**src/cpcr_pkg.sv**
```systemverilog
// package: register map, field positions and types for the converter port config bank
package cpcr_pkg;
    localparam logic [14:0] CPCR_OFF_SETUP_PRI  = 15'h0000;
    localparam logic [14:0] CPCR_OFF_SETUP_SEC  = 15'h0001;
    localparam logic [14:0] CPCR_OFF_POWER      = 15'h0002;
    localparam logic [14:0] CPCR_OFF_TYPE       = 15'h0003;
    localparam int          CPCR_BIT_SRST       = 0;
    localparam int          CPCR_BIT_LSBF       = 1;
    localparam int          CPCR_BIT_ASC        = 2;
    localparam int          CPCR_BIT_ASC_M      = 5;
    localparam int          CPCR_BIT_LSBF_M     = 6;
    localparam int          CPCR_BIT_SRST_M     = 7;
    localparam int          CPCR_BIT_DP_RST     = 1;
    localparam logic [7:0]  CPCR_RST_VAL        = 8'h00;
    localparam logic [7:0]  CPCR_ZERO_BYTE      = 8'h00;
    localparam logic [14:0] CPCR_ADDR_STEP      = 15'h0001;
    localparam logic [2:0]  CPCR_BIT_LAST       = 3'h7;
    localparam logic [2:0]  CPCR_BIT_FIRST      = 3'h0;
    localparam logic [4:0]  CPCR_INSTR_BITS     = 5'h10;
    localparam logic [4:0]  CPCR_CNT_ZERO       = 5'h00;
    localparam logic [4:0]  CPCR_CNT_ONE        = 5'h01;
    localparam logic [1:0]  CPCR_PM_NORMAL      = 2'h0;
    localparam logic [1:0]  CPCR_PM_STANDBY     = 2'h2;
    localparam logic [1:0]  CPCR_PM_POWERDOWN   = 2'h3;
    typedef enum logic [1:0] {
        CPCR_ST_INSTR = 2'b00,
        CPCR_ST_WRITE = 2'b01,
        CPCR_ST_READ  = 2'b10
    } cpcr_state_type;
    typedef struct packed {
        logic       lsb_first;
        logic       addr_ascend;
        logic [1:0] power_mode;
    } cpcr_cfg_type;
    typedef struct packed {
        logic dp_clk_en;
        logic dp_reset;
        logic link_en;
    } cpcr_gate_type;
endpackage : cpcr_pkg

```
**src/cpcr_bitorder.sv**
```systemverilog
// byte lane reorder: passes a byte straight or bit-reversed
module cpcr_bitorder
    import cpcr_pkg::*;
#(
    parameter int WIDTH = 8
) (
    input  wire logic [WIDTH-1:0] data_in,
    input  wire logic             reverse_in,
    output logic      [WIDTH-1:0] data_out
);
    logic [WIDTH-1:0] rev_w;
    always_comb begin
        for (int i = 0; i < WIDTH; i++) begin
            rev_w[i] = data_in[WIDTH-1-i];
        end
    end
    assign data_out = reverse_in ? rev_w : data_in;
endmodule : cpcr_bitorder

```
**src/cpcr_regs.sv**
```systemverilog
// configuration register bank with three-wire serial port, power-mode gating
// Functional notes
// RULE1: writing 1 to bit 0 at 0x0000 resets port and registers; bit self-clears
// RULE2: host waits 5 ms after soft reset before writing other registers
// RULE3: bits 7,6,5 mirror bits 0,1,2; reset mirror also self-clears
// RULE4: bit-order control 1 shifts lsb first, 0 msb first; resets to 0
// RULE5: multibyte address decrements when direction 0, increments when 1
// RULE6: bit 1 at 0x0001 resets only datapath, then self-clears
// RULE7: power mode 00 normal; 10 stops datapath clocks, link stays on
// RULE8: power mode 11 stops clocks, holds datapath reset, disables link
// RULE9: host never writes undefined register addresses
// RULE10: host resets by writing 0x81 so either bit order works
// RULE11: reserved bits read zero and ignore writes
module cpcr_regs
    import cpcr_pkg::*;
#(
    parameter logic [7:0] TYPE_CODE = 8'h5a  // arbitrary value
) (
    input  wire logic            clk_sys_in,
    input  wire logic            resetn_in,
    input  wire logic            sclk_in,
    input  wire logic            csn_in,
    input  wire logic            sdio_in,
    output logic                 sdio_out,
    output logic                 sdio_oe_out,
    output cpcr_pkg::cpcr_cfg_type  cfg_out,
    output cpcr_pkg::cpcr_gate_type gate_out,
    output logic                 dp_soft_reset_out
);
    import cpcr_pkg::*;

    // serial clock sampled in the system domain; edges found by history compare
    logic            sclk_d_r;
    cpcr_state_type  state_r, state_nxt;
    logic [4:0]      cnt_r, cnt_nxt;
    logic [15:0]     instr_r, instr_nxt;
    logic [7:0]      shift_r, shift_nxt;
    logic [14:0]     addr_r, addr_nxt;
    logic [2:0]      bit_r, bit_nxt;
    logic            lsbf_r, lsbf_nxt;
    logic            asc_r, asc_nxt;
    logic [1:0]      pm_r, pm_nxt;
    logic            srst_r, srst_nxt;
    logic            dprst_r, dprst_nxt;
    logic            sdo_r, sdo_nxt;
    logic            oe_r, oe_nxt;
    cpcr_gate_type   gate_r, gate_nxt;

    wire rise_w = sclk_in & ~sclk_d_r;
    wire fall_w = ~sclk_in & sclk_d_r;
    wire active_w = ~csn_in;

    // byte assembled in wire order, then reordered to register order
    wire [7:0] wr_byte_raw_w = {shift_r[6:0], sdio_in};
    wire [7:0] wr_byte_w;
    cpcr_bitorder #(.WIDTH(8)) u_wr_order (
        .data_in    (wr_byte_raw_w),
        .reverse_in (lsbf_r),       // RULE4
        .data_out   (wr_byte_w)
    );

    // readback mux; reserved bits come back as zero
    wire [7:0] rd_pri_w = {1'b0, lsbf_r, asc_r, 2'b00, asc_r, lsbf_r, 1'b0}; // RULE3 RULE11
    wire [7:0] rd_sec_w = CPCR_ZERO_BYTE; // RULE11
    wire [7:0] rd_pow_w = {6'b000000, pm_r}; // RULE11
    wire       hit_pri_w = (addr_r == CPCR_OFF_SETUP_PRI);
    wire       hit_sec_w = (addr_r == CPCR_OFF_SETUP_SEC);
    wire       hit_pow_w = (addr_r == CPCR_OFF_POWER);
    wire       hit_typ_w = (addr_r == CPCR_OFF_TYPE);
    wire [7:0] rd_data_w = hit_pri_w ? rd_pri_w :
                           hit_sec_w ? rd_sec_w :
                           hit_pow_w ? rd_pow_w :
                           hit_typ_w ? TYPE_CODE : CPCR_ZERO_BYTE;
    wire [7:0] rd_wire_w;
    cpcr_bitorder #(.WIDTH(8)) u_rd_order (
        .data_in    (rd_data_w),
        .reverse_in (lsbf_r),       // RULE4
        .data_out   (rd_wire_w)
    );

    wire [14:0] addr_step_w = asc_r ? addr_r + CPCR_ADDR_STEP
                                    : addr_r - CPCR_ADDR_STEP; // RULE5
    // either reset bit or its mirror triggers, so 0x81 works in both orders
    wire srst_req_w = wr_byte_w[CPCR_BIT_SRST] | wr_byte_w[CPCR_BIT_SRST_M]; // RULE1 RULE3
    // a write to bit 2 or 5 sets direction, same for bit order; ors the copies
    wire asc_wr_w  = wr_byte_w[CPCR_BIT_ASC]  | wr_byte_w[CPCR_BIT_ASC_M];   // RULE3
    wire lsbf_wr_w = wr_byte_w[CPCR_BIT_LSBF] | wr_byte_w[CPCR_BIT_LSBF_M];  // RULE3
    wire byte_done_w = rise_w && (bit_r == CPCR_BIT_LAST);
    wire instr_done_w = rise_w && (cnt_r == CPCR_CNT_ONE);

    always_comb begin
        state_nxt = state_r;
        cnt_nxt   = cnt_r;
        instr_nxt = instr_r;
        shift_nxt = shift_r;
        addr_nxt  = addr_r;
        bit_nxt   = bit_r;
        lsbf_nxt  = lsbf_r;
        asc_nxt   = asc_r;
        pm_nxt    = pm_r;
        srst_nxt  = 1'b0;   // RULE1
        dprst_nxt = 1'b0;   // RULE6
        sdo_nxt   = sdo_r;
        oe_nxt    = oe_r;
        if (!active_w) begin
            state_nxt = CPCR_ST_INSTR;
            cnt_nxt   = CPCR_INSTR_BITS;
            bit_nxt   = CPCR_BIT_FIRST;
            oe_nxt    = 1'b0;
        end else begin
            unique case (state_r)
                CPCR_ST_INSTR: begin
                    // instruction word is always msb first: r/w then 15-bit address
                    if (rise_w) begin
                        instr_nxt = {instr_r[14:0], sdio_in};
                        cnt_nxt   = cnt_r - CPCR_CNT_ONE;
                    end
                    if (instr_done_w) begin
                        addr_nxt  = {instr_r[13:0], sdio_in};
                        bit_nxt   = CPCR_BIT_FIRST;
                        state_nxt = instr_r[14] ? CPCR_ST_READ : CPCR_ST_WRITE;
                        cnt_nxt   = CPCR_CNT_ZERO;
                    end
                end
                CPCR_ST_WRITE: begin
                    if (rise_w) begin
                        shift_nxt = wr_byte_raw_w;
                        bit_nxt   = bit_r + 3'h1;
                    end
                    if (byte_done_w) begin
                        addr_nxt = addr_step_w;
                        // undefined and read-only addresses ignore the byte
                        if (hit_pri_w) begin
                            lsbf_nxt = lsbf_wr_w;  // RULE4
                            asc_nxt  = asc_wr_w;   // RULE5
                            srst_nxt = srst_req_w; // RULE1
                        end
                        if (hit_sec_w) begin
                            dprst_nxt = wr_byte_w[CPCR_BIT_DP_RST]; // RULE6
                        end
                        if (hit_pow_w) begin
                            pm_nxt = wr_byte_w[1:0]; // RULE11
                        end
                    end
                end
                CPCR_ST_READ: begin
                    // data driven on falling edges, host samples on rising
                    if (fall_w) begin
                        oe_nxt  = 1'b1;
                        sdo_nxt = rd_wire_w[CPCR_BIT_LAST - bit_r];
                    end
                    if (rise_w) begin
                        bit_nxt = bit_r + 3'h1;
                    end
                    if (byte_done_w) begin
                        addr_nxt = addr_step_w; // RULE5
                    end
                end
                default: begin
                    state_nxt = CPCR_ST_INSTR;
                end
            endcase
        end
        // soft reset wins over everything, including the byte just written
        if (srst_r) begin
            lsbf_nxt  = 1'b0;
            asc_nxt   = 1'b0;
            pm_nxt    = CPCR_PM_NORMAL;
            state_nxt = CPCR_ST_INSTR;
            cnt_nxt   = CPCR_INSTR_BITS;
            oe_nxt    = 1'b0;
        end
    end

    // gating from power mode; standby (10) keeps link, powerdown (11) drops it
    always_comb begin
        gate_nxt.dp_clk_en = (pm_r == CPCR_PM_NORMAL) ||
                             (pm_r != CPCR_PM_STANDBY && pm_r != CPCR_PM_POWERDOWN); // RULE7
        gate_nxt.dp_reset  = (pm_r == CPCR_PM_POWERDOWN) || dprst_r;                 // RULE8
        gate_nxt.link_en   = (pm_r != CPCR_PM_POWERDOWN);                            // RULE8
    end

    always_ff @(posedge clk_sys_in or negedge resetn_in) begin
        if (!resetn_in) begin
            sclk_d_r <= 1'b0;
            state_r  <= CPCR_ST_INSTR;
            cnt_r    <= CPCR_INSTR_BITS;
            instr_r  <= '0;
            shift_r  <= CPCR_RST_VAL;
            addr_r   <= '0;
            bit_r    <= CPCR_BIT_FIRST;
            lsbf_r   <= 1'b0;
            asc_r    <= 1'b0;
            pm_r     <= CPCR_PM_NORMAL;
            srst_r   <= 1'b0;
            dprst_r  <= 1'b0;
            sdo_r    <= 1'b0;
            oe_r     <= 1'b0;
            gate_r   <= '0;
        end else begin
            sclk_d_r <= sclk_in;
            state_r  <= state_nxt;
            cnt_r    <= cnt_nxt;
            instr_r  <= instr_nxt;
            shift_r  <= shift_nxt;
            addr_r   <= addr_nxt;
            bit_r    <= bit_nxt;
            lsbf_r   <= lsbf_nxt;
            asc_r    <= asc_nxt;
            pm_r     <= pm_nxt;
            srst_r   <= srst_nxt;
            dprst_r  <= dprst_nxt;
            sdo_r    <= sdo_nxt;
            oe_r     <= oe_nxt;
            gate_r   <= gate_nxt;
        end
    end

    assign sdio_out          = sdo_r;
    assign sdio_oe_out       = oe_r;
    assign cfg_out           = '{lsb_first: lsbf_r, addr_ascend: asc_r, power_mode: pm_r};
    assign gate_out          = gate_r;
    assign dp_soft_reset_out = dprst_r; // RULE6
endmodule : cpcr_regs

```
**config.mk**
```make
export PLATFORM = sky130hd
export DESIGN_NAME = cpcr_regs
export DESIGN_NICKNAME = d
export VERILOG_FILES = /design/src/cpcr_pkg.sv /design/src/cpcr_bitorder.sv /design/src/cpcr_regs.sv
export SDC_FILE = /design/constraint.sdc
export NUM_CORES = 1
export LEC_CHECK = 0
export BUFFER_PORTS_ARGS = -buffer_cell sky130_fd_sc_hd__clkbuf_2
export CORE_MARGIN = 2
export CORE_UTILIZATION = 30
export DETAILED_ROUTE_END_ITERATION = 16
export SETUP_SLACK_MARGIN = 0.3
export SKIP_CTS_REPAIR_TIMING = 1
export SLEW_MARGIN = 20
export SYNTH_ARGS = -nofsm -noshare
export SYNTH_HDL_FRONTEND = slang
export SYNTH_HIERARCHICAL = 1
export SYNTH_SLANG_ARGS = --single-unit
export TNS_END_PERCENT = 50
```
**constraint.sdc**
```tcl
create_clock -name clk_sys_in -period 2.48 [get_ports clk_sys_in]
set_input_delay 0.124 -clock clk_sys_in [delete_from_list [all_inputs] [get_ports clk_sys_in]]
set_output_delay 0.124 -clock clk_sys_in [all_outputs]
set_load 0.05 [all_outputs]
```
==> results by group, run 1 <==
Outcome
  – Status: finished clean

Setup path
  – Worst EP required: 2.68 ns
  – Critical path type: reg2reg
  – Critical Path Source Type: flip-flop
  – Crit path max fanout: 5
  – Arr. time, crit path: 2.31 ns
  – Kind of end point of the critical path: flip-flop

Layout
  – Diode count: 0
  – Post-layout nets: 377
  – Design Area, Final: 4120 um2
  – Area growth, synth to finish: 19.3%
  – Layout cells sized above 1: 31.0%

Timing
  – Clk_skew: 0.00658 ns
  – Measured slew at the worst slew-check pin: 0.779 ns
  – Final setup viols: 0
  – Setup tns final: 0 ns
  – Post-route minimum period: 2.11 ns
  – Fmax: 475 MHz
  – Crit share post-route: 84.9%
  – Final Max Tran Viols: 0
  – Hold Vio Cnt, Final: 0
  – Relative slew slack: 48.1%
  – Unrepaired setup endpoints after global routing: false

Detailed routing
  – Vias/cell: 5.15
  – Pre-antenna DRT Iters: 4
  – Via count: 2,617
  – Antenna-violating nets left: 0
  – Final wirelength: 7350 um
  – Iter 0 DRT Violations: 141
  – DRC: 0
  – WL/cell: 14.5 um

Clock network
  – Clock buffer depth: 2
  – Root Buffer: clkbuf_16
  – CTS tree: yes
  – H-tree lvl count: 3
  – Clock transition at path regs: 0.06 ns
  – Number of CTS-inserted buffers: 9
  – Clock sinks: 59
  – Clk_lat worst skew: 0.33 ns

Place
  – I/O Buffers: 14
  – Area after DPL: 3700 um2
  – DP HPWL: 5080 um
  – GPL Wtd Cong: 0.788

Floorplan
  – # rows: 39
  – Die X-Extent: 111 um
  – Core footprint: 11,300 um2
  – Die Y: 111 um
  – Initial Util: 30.5%
  – Die area: 12,400 um2
  – IO Pins: 15

Global routing
  – Vias in the first global route: 2,527
  – GRT Residual Overflow: 0
  – Global-route wire length before repair: 12,400 um
  – Total GRT Usage: 12.4%
  – Initial antenna violation count: 0
  – Largest net degree at the start of global routing: 47

Power
  – Internal Power: 2.20 mW
  – Max VDD drop: 0.349 mV
  – PD cells: 751 nW/um2
  – Reg power frac: 42.4%
  – Switching power: 0.899 mW
  – Gate power share: 17.1%
  – Clk pwr share: 40.5%
  – Leakage: 1.71 nW
  – Switch share: 29.0%

Worst hold path
  – Worst Hold Class: in2reg

Synth
  – Mapped Cells: 336
  – Mapped cell area: 3450 um2
  – Ys Warns: 6
  – Mean Syn Cell Area: 10.3 um2

Job
  – Max Cap Violations: 0
flip-flops by register name, indices dropped and copies added, names as in the netlist:
name / count
addr_r: 15
instr_r: 15
shift_r: 7
cnt_r: 5
bit_r: 3
gate_out: 3
pm_r: 2
state_r: 2
asc_r: 1
dp_soft_reset_out: 1
lsbf_r: 1
sclk_d_r: 1
sdio_oe_out: 1
sdio_out: 1
srst_r: 1
path summary, 6_finish.rpt:
| check | endpoint | start | depth (start not counted) | slack, ns |
|---|---|---|---|---|
| max | sdio_out$_DFFE_PN0P_ | addr_r[0]$_DFFE_PN0P_ | 9 | 0.37 |
| min | shift_r[0]$_DFFE_PN0P_ | sdio_in | 2 | 0.14 |
| max reg2reg | sdio_out$_DFFE_PN0P_ | addr_r[0]$_DFFE_PN0P_ | 9 | 0.37 |
| min reg2reg | gate_out[1]$_DFF_PN0_ | dp_soft_reset_out$_DFF_PN0_ | 1 | 0.46 |
| max in group asynchronous | cnt_r[4]$_DFFE_PN1P_ | resetn_in | 3 | 1.27 |
| min in group asynchronous | shift_r[0]$_DFFE_PN0P_ | resetn_in | 2 | 0.41 |
power by group through the flow:
stage | Clock, mW | Sequential [mW] | Combinational [mW]
3_3_place_gp | 0 | 1.31 | 0.468
4_1_cts | 1.28 | 1.30 | 0.482
2_1_floorplan | 0 | 1.23 | 0.411
5_1_grt | 1.32 | 1.34 | 0.591
6_report | 1.25 | 1.31 | 0.529
3_5_place_dp | 0 | 1.31 | 0.480
cell usage in the layout, fill, tap and decap left out, drive strengths merged, types with 2 or more instances in the layout:
cell type	count
ha	12
a21oi	22
or2	3
mux2	38
o22ai	11
mux4	2
nand2b	3
and3	3
o21ai	8
a31oi	3
nor4	5
nor2b	2
buf	18
nand2	24
dlygate4sd3	2
clkbuf	24
nand3	12
a41oi	2
o32a	2
nor2	30
a22o	4
conb	2
dfrtp	58
nand3b	2
and4	2
nand4	2
a2bb2oi	11
a32o	2
nor4bb	2
a211oi	3
inv	13
nor3	10
mux2i	9
clkinvlp	4
a22oi	3
layer usage:
layer | track usage (%) | wire, um | up-vias
met5 | 0 | 0 | -
met4 | 6.91 | 133 | 0
met3 | 2.90 | 194 | 11
met2 | 19.2 | 3530 | 39
met1 | 16.1 | 3490 | 1293
li1 | - | - | 1274
through the flow:
step	utilization, %	total power [mW]	hold WS [ns]	worst slack [ns]	std cells
floorplan	-	1.64	-0.172	0.370	337
global placement	32.7	1.78	0.241	0.280	485
detailed placement	32.7	1.79	0.248	0.245	485
CTS	35.3	3.06	-0.117	0.215	501
global route	36.4	3.26	0.158	0.296	508
finish	36.4	3.09	0.136	0.373	508
cell type report:
type                            instances  area [um2]
Clock buffer                           10         239
Clock inverter                          6        65.1
Fill cell                            1113        7200
Inverter                               13        51.3
Multi-Input combinational cell        243        1880
Sequential cell                        59        1480
Tap cell                              143         179
Timing Repair Buffer                   34         225
worst max-delay path, cell delays in order (launching register included):
cell and delay (ns):
dfrtp_2 0.44, inv_4 0.10, ha_4 0.15, mux2i_1 0.16, nand2b_1 0.13, a21oi_2 0.06
mux2_4 0.27, mux4_2 0.46, mux2i_1 0.14, a21oi_1 0.08
Power figures use the tool's default switching activity.
==> run 2, diff against run 1 <==
- clock period: 2.48 -> 1.7 ns (I/O delays scaled with it)
==> results by group, run 2 (synthesis gave the netlist of run 1 again) <==
Setup path
  – Worst EP required: 1.96 ns (-0.72 ns)
  – Max stage delay on crit path: 0.48 ns (+0.02 ns)
  – Kind of end point of the critical path: flip-flop
  – Arr. time, crit path: 2.38 ns (+0.07 ns)
  – Critical path type: reg2reg
  – Critical Path Source Type: flip-flop
  – CP max-delay cell: or3b_2
  – Reg2Reg Setup Slack: -0.43 ns (-0.80 ns)
  – R2R depth: 7 (-2)
  – CP Cell Sequence: inv_1 -> ha_2 -> buf_4 -> or3b_2 -> o32a_1 -> a21oi_1 -> a2bb2oi_1
  – Crit path max fanout: 5 (unchanged)

Timing
  – Unrepaired setup endpoints after global routing: true
  – Setup tns final: -2.84 ns (-2.84 ns)
  – Clk_skew: 0.0101 ns (+0.00348 ns)
  – Hold Vio Cnt, Final: 1 (+1)
  – Worst setup margin: -0.426 ns (-0.799 ns)
  – Hold WS: -0.0633 ns (-0.199 ns)
  – Crit share post-route: 125% (+40 points)
  – Final setup viols: 19 (+19)
  – Final Max Tran Viols: 0 (unchanged)
  – Post-route minimum period: 2.13 ns (+0.0192 ns)
  – Fmax: 470 MHz (-0.90%)

Layout
  – Biggest regs: addr_r (15), instr_r (15), shift_r (7)
  – Fill count: 1,061 (-4.7%)
  – Layout cells sized above 1: 53.1% (+22 points)
  – Multi-input gate area: 2250 um2 (+20%)
  – Post-layout nets: 447 (+19%)
  – Register area: 1480 um2 (about the same)
  – Commonest non-fill, non-tap cell in the layout: buf_4
  – Diode count: 0 (unchanged)
  – Area growth, synth to finish: 48.4%
  – Most frequent cells in the layout: buf_4 (69), dfrtp_1 (54), mux2_4 (33)

Power
  – Max VDD drop: 0.372 mV (+6.8%)
  – Leakage: 2.21 nW (+29%)
  – Internal Power: 3.30 mW (+50%)
  – Clk pwr share: 35.5% (-5.0 points)
  – Switching power: 1.50 mW (+66%)
  – Reg power frac: 38.1% (-4.3 points)
  – Switch share: 31.2% (+2.1 points)
  – PD cells: 936 nW/um2 (+25%)
  – Gate power share: 26.4% (+9.3 points)

Floorplan
  – Initial Util: 30.5% (unchanged)
  – Die X-Extent: 111 um (unchanged)
  – # rows: 39 (unchanged)
  – Die Y: 111 um (unchanged)
  – Core footprint: 11,300 um2 (unchanged)
  – IO Pins: 15 (unchanged)
  – Die area: 12,400 um2 (unchanged)

Detailed routing
  – Via count: 2,916 (+11%)
  – Iter 0 DRT Violations: 113 (-20%)
  – DRC: 0 (unchanged)
  – Antenna-violating nets left: 0 (unchanged)
  – Vias/cell: 5.04 (-2.1%)
  – Pre-antenna DRT Iters: 4 (unchanged)
  – WL/cell: 15.4 um (+6.6%)
  – Final wirelength: 8910 um (+21%)

Global routing
  – Total GRT Usage: 13.8% (+1.4 points)
  – Initial antenna violation count: 0 (unchanged)
  – GRT Residual Overflow: 0 (unchanged)
  – Global-route wire length before repair: 13,900 um (+12%)
  – Vias in the first global route: 2,975 (+18%)
  – Largest net degree at the start of global routing: 24 (-49%)

Clock network
  – Root Buffer: clkbuf_16
  – Number of CTS-inserted buffers: 9 (unchanged)
  – CTS tree: yes
  – H-tree lvl count: 3 (unchanged)
  – Clock sinks: 59 (unchanged)
  – Clock transition at path regs: 0.06 ns (about the same)
  – Clock buffer depth: 2 (unchanged)
  – Clk_lat worst skew: 0.34 ns (about the same)

Job
  – Max Cap Violations: 0 (unchanged)

Place
  – Setup WS pre-CTS: -0.443 ns (-0.687 ns)
  – GPL Wtd Cong: 0.800 (+1.5%)
  – DP HPWL: 5910 um (+16%)
  – I/O Buffers: 14 (unchanged)

Worst hold path
  – Hold path cells: 1 (-1)
  – Worst Hold Class: in2reg

Outcome
  – Status: complete, but fails checks
  – Failing checks: negative hold slack, negative setup slack
-- run 2: cell types whose count changed in the layout (fill, tap and decap cells not counted), sizes merged --
cell	delta
buf	+71
clkbuf	-1
dlygate4sd3	-1
bufinv	-1
inv	+1
clkinv	+2
clkinvlp	-1
-- run 2: stage by stage --
step / area (um2) / util, % / std cells / hold slack (ns) / total power, mW
finish: 5120 / 45.3 / 578 / -0.0633 / 4.80
global route: 5120 / 45.3 / 578 / -0.0517 / 5.04
CTS: 4560 / 40.2 / 559 / -0.298 / 4.66
detailed placement: 4280 / 37.8 / 543 / 0.0605 / 2.95
global placement: 4280 / 37.8 / 543 / 0.0554 / 2.91
floorplan: 3620 / - / 337 / -0.211 / 2.46
-- run 2: critical path, delay by kind of cell, from the launching register on --
kind / cells / cell delay [ns]
fa+ha+maj: 1 / 0.23
buf+inv: 2 / 0.24
flops: 1 / 0.44
compound gates: 3 / 0.66
simple gates: 1 / 0.48
-- run 2: power groups by stage --
stage | clock [mW] | combinational (mW) | sequential, mW
floorplan | 0 | 0.653 | 1.81
global placement | 0 | 1.08 | 1.82
detailed placement | 0 | 1.12 | 1.83
CTS | 1.73 | 1.12 | 1.81
global route | 1.80 | 1.39 | 1.86
finish | 1.71 | 1.27 | 1.83
-- run 2: final cells by class --
cell class                      instances  share of cell area, %
Sequential cell                        59                   28.9
Clock inverter                          7                   1.05
Multi-Input combinational cell        243                   44.0
Clock buffer                            9                   4.39
Inverter                               13                   1.00
Tap cell                              143                   3.49
Timing Repair Buffer                  104                   17.2
-- run 2: layer usage --
layer  routed length [um]  global-route usage, %  vias to the layer above
li1                     -                      -                     1411
met1                 3870                   16.9                     1449
met2                 4590                   22.7                       41
met3                  306                   3.88                       15
met4                  144                   6.26                        0
met5                    0                      0                        -
-- run 2: final timing paths --
kind,startpoint,end
max,addr_r[1]$_DFFE_PN0P_,addr_r[12]$_DFFE_PN0P_
min,sclk_in,sclk_d_r$_DFF_PN0_
max reg2reg,addr_r[1]$_DFFE_PN0P_,addr_r[12]$_DFFE_PN0P_
min reg2reg,dp_soft_reset_out$_DFF_PN0_,gate_out[1]$_DFF_PN0_
max in group asynchronous,resetn_in,cnt_r[4]$_DFFE_PN1P_
min in group asynchronous,resetn_in,sdio_oe_out$_DFFE_PN0P_
==> run 3, diff against run 2 <==
- BUFFER_PORTS_ARGS: -buffer_cell sky130_fd_sc_hd__clkbuf_2 -> -buffer_cell sky130_fd_sc_hd__buf_2
==> results by group, run 3 (synthesis gave the netlist of run 1 again) <==
Detailed routing
  – DRC: 0 (unchanged)
  – Pre-antenna DRT Iters: 4 (unchanged)
  – Iter 0 DRT Violations: 134 (+19%)
  – Detailed-routed wire length on met3: 242 um (-21%)
  – Antenna-violating nets left: 0 (unchanged)
  – Highest Signal Layer: met4
  – Final wirelength: 8680 um (-2.6%)
  – Via count: 2,861 (-1.9%)
  – Vias/cell: 5.01 (-0.68%)
  – WL met1: 4060 um (+5.0%)
  – WL/cell: 15.2 um (-1.4%)
  – Met2 routed wirelength: 4260 um (-7.3%)

Global routing
  – Vias in the first global route: 2,776 (-6.7%)
  – Global-route wire length before repair: 13,400 um (-3.5%)
  – Initial antenna violation count: 0 (unchanged)
  – Total GRT Usage: 13.4% (-0.38 points)
  – Largest net degree at the start of global routing: 24 (unchanged)
  – GRT Residual Overflow: 0 (unchanged)

Timing
  – Crit share post-route: 124% (-1.2 points)
  – Clk_skew: 0.00641 ns (-0.00365 ns)
  – Post-route minimum period: 2.11 ns (-0.0204 ns)
  – Measured slew at the worst slew-check pin: 0.545 ns
  – Hold Vio Cnt, Final: 1 (unchanged)
  – Final Max Tran Viols: 0 (unchanged)
  – Relative slew slack: 63.7%
  – Hold WS: -0.0555 ns (+0.00776 ns)
  – Worst setup margin: -0.405 ns (+0.0204 ns)
  – Fmax: 475 MHz (+0.97%)
  – Unrepaired setup endpoints after global routing: true
  – Final setup viols: 19 (unchanged)

Setup path
  – Critical Path Source Type: flip-flop
  – Crit path max fanout: 4 (-1)
  – Worst EP required: 1.90 ns (-0.06 ns)
  – Arr. time, crit path: 2.31 ns (-0.07 ns)
  – Critical path type: reg2reg
  – Kind of end point of the critical path: flip-flop
  – Reg2Reg Setup Slack: -0.41 ns (+0.02 ns)

Job
  – Max Cap Violations: 0 (unchanged)

Layout
  – Fill count: 1,055 (-0.57%)
  – Layout cells sized above 1: 50.7% (-2.4 points)
  – Multi-input gate area: 2200 um2 (-2.4%)
  – Commonest non-fill, non-tap cell in the layout: buf_4
  – Diode count: 0 (unchanged)
  – Design Area, Final: 5040 um2 (-1.7%)
  – Post-layout nets: 440 (-1.6%)
  – Most frequent cells in the layout: buf_4 (66), dfrtp_1 (54), mux2_4 (31)
  – Register area: 1480 um2 (unchanged)
  – Area growth, synth to finish: 45.9%
  – Biggest regs: addr_r (15), instr_r (15), shift_r (7)
  – Fin cells: 571 (-1.2%)

Place
  – Area after DPL: 4230 um2 (-0.99%)
  – GPL Wtd Cong: 0.793 (-0.83%)
  – Inst Count DP: 539 (-0.74%)
  – DP HPWL: 5780 um (-2.2%)
  – I/O Buffers: 14 (unchanged)
  – Setup WS pre-CTS: -0.429 ns (+0.0140 ns)

Floorplan
  – # rows: 39 (unchanged)
  – IO Pins: 15 (unchanged)
  – Die Y: 111 um (unchanged)
  – Die X-Extent: 111 um (unchanged)
  – Initial Util: 30.5% (unchanged)
  – Die area: 12,400 um2 (unchanged)
  – Core footprint: 11,300 um2 (unchanged)

Outcome
  – Failing checks: negative hold slack, negative setup slack
  – Status: complete, but fails checks

Clock network
  – Clk_lat worst skew: 0.33 ns (about the same)
  – Number of CTS-inserted buffers: 9 (unchanged)
  – Clock transition at path regs: 0.06 ns (about the same)
  – Clock sinks: 59 (unchanged)
  – Clock buffer depth: 2 (unchanged)
  – H-tree lvl count: 3 (unchanged)
  – Root Buffer: clkbuf_16
  – CTS tree: yes

Power
  – Total power: 5.12 mW (+6.7%)
  – Reg power frac: 35.8% (-2.3 points)
  – Internal Power: 3.61 mW (+9.4%)
  – PD cells: 1020 nW/um2 (+8.5%)
  – Gate power share: 25.3% (-1.1 points)
  – Clk pwr share: 38.9% (+3.4 points)
  – Leakage: 2.19 nW (-0.91%)
  – Switch share: 29.4% (-1.8 points)
  – Max VDD drop: 0.470 mV (+26%)
  – Switching power: 1.51 mW (+0.64%)

Worst hold path
  – Worst Hold Class: in2reg
run 3: cell count changes in the layout (fill, tap and decap cells not counted), moves of 3 or more:
cell,change
o22ai_1,+3
clkbuf_2,-13
ha_1,+4
a21oi_2,+3
buf_4,-3
o22ai_2,-3
buf_2,+13
buf_6,-3
run 3: critical path, stage by stage (launching register included):
cell and delay [ns]:
dfrtp_1 0.42, inv_2 0.12, ha_4 0.16, mux2i_1 0.16
nand2b_1 0.12, a21oi_2 0.06, mux2_4 0.27, mux4_2 0.45
mux2i_1 0.14, a21oi_1 0.08
run 3: worst paths after layout:
path,cells past startpoint,end,startpoint
worst max-delay path,9,sdio_out$_DFFE_PN0P_,addr_r[0]$_DFFE_PN0P_
worst min-delay path,1,sclk_d_r$_DFF_PN0_,sclk_in
worst max register to register,9,sdio_out$_DFFE_PN0P_,addr_r[0]$_DFFE_PN0P_
worst min register to register,1,gate_out[1]$_DFF_PN0_,dp_soft_reset_out$_DFF_PN0_
max in group asynchronous,3,addr_r[1]$_DFFE_PN0P_,resetn_in
min in group asynchronous,2,cnt_r[1]$_DFFE_PN0P_,resetn_in
run 3: metal layers:
layer | track usage [%] | up-vias
met5 | 0 | -
met4 | 6.17 | 0
met3 | 3.50 | 10
met2 | 21.6 | 38
met1 | 17.0 | 1407
li1 | - | 1406
run 3: per-stage QoR:
step	util [%]	setup TNS, ns
CTS	40.3	-3.76
floorplan	-	-0.948
finish	44.5	-2.21
global placement	37.4	-2.73
global route	44.5	-4.29
detailed placement	37.4	-3.07
run 3: power by group through the flow:
stage          Clock [mW]  Sequential [mW]  Combinational (mW)
3_3_place_gp            0             1.83                1.07
3_5_place_dp            0             1.83                1.09
2_1_floorplan           0             1.81               0.653
4_1_cts              2.04             1.81                1.10
6_report             1.99             1.83                1.30
5_1_grt              2.10             1.86                1.41
run 3: cell type report:
type                            instances  area share (%)
Clock inverter                          7            1.99
Sequential cell                        59            29.4
Timing Repair Buffer                   97            15.9
Multi-Input combinational cell        243            43.7
Tap cell                              143            3.55
Clock buffer                            9            4.47
Inverter                               13           0.968
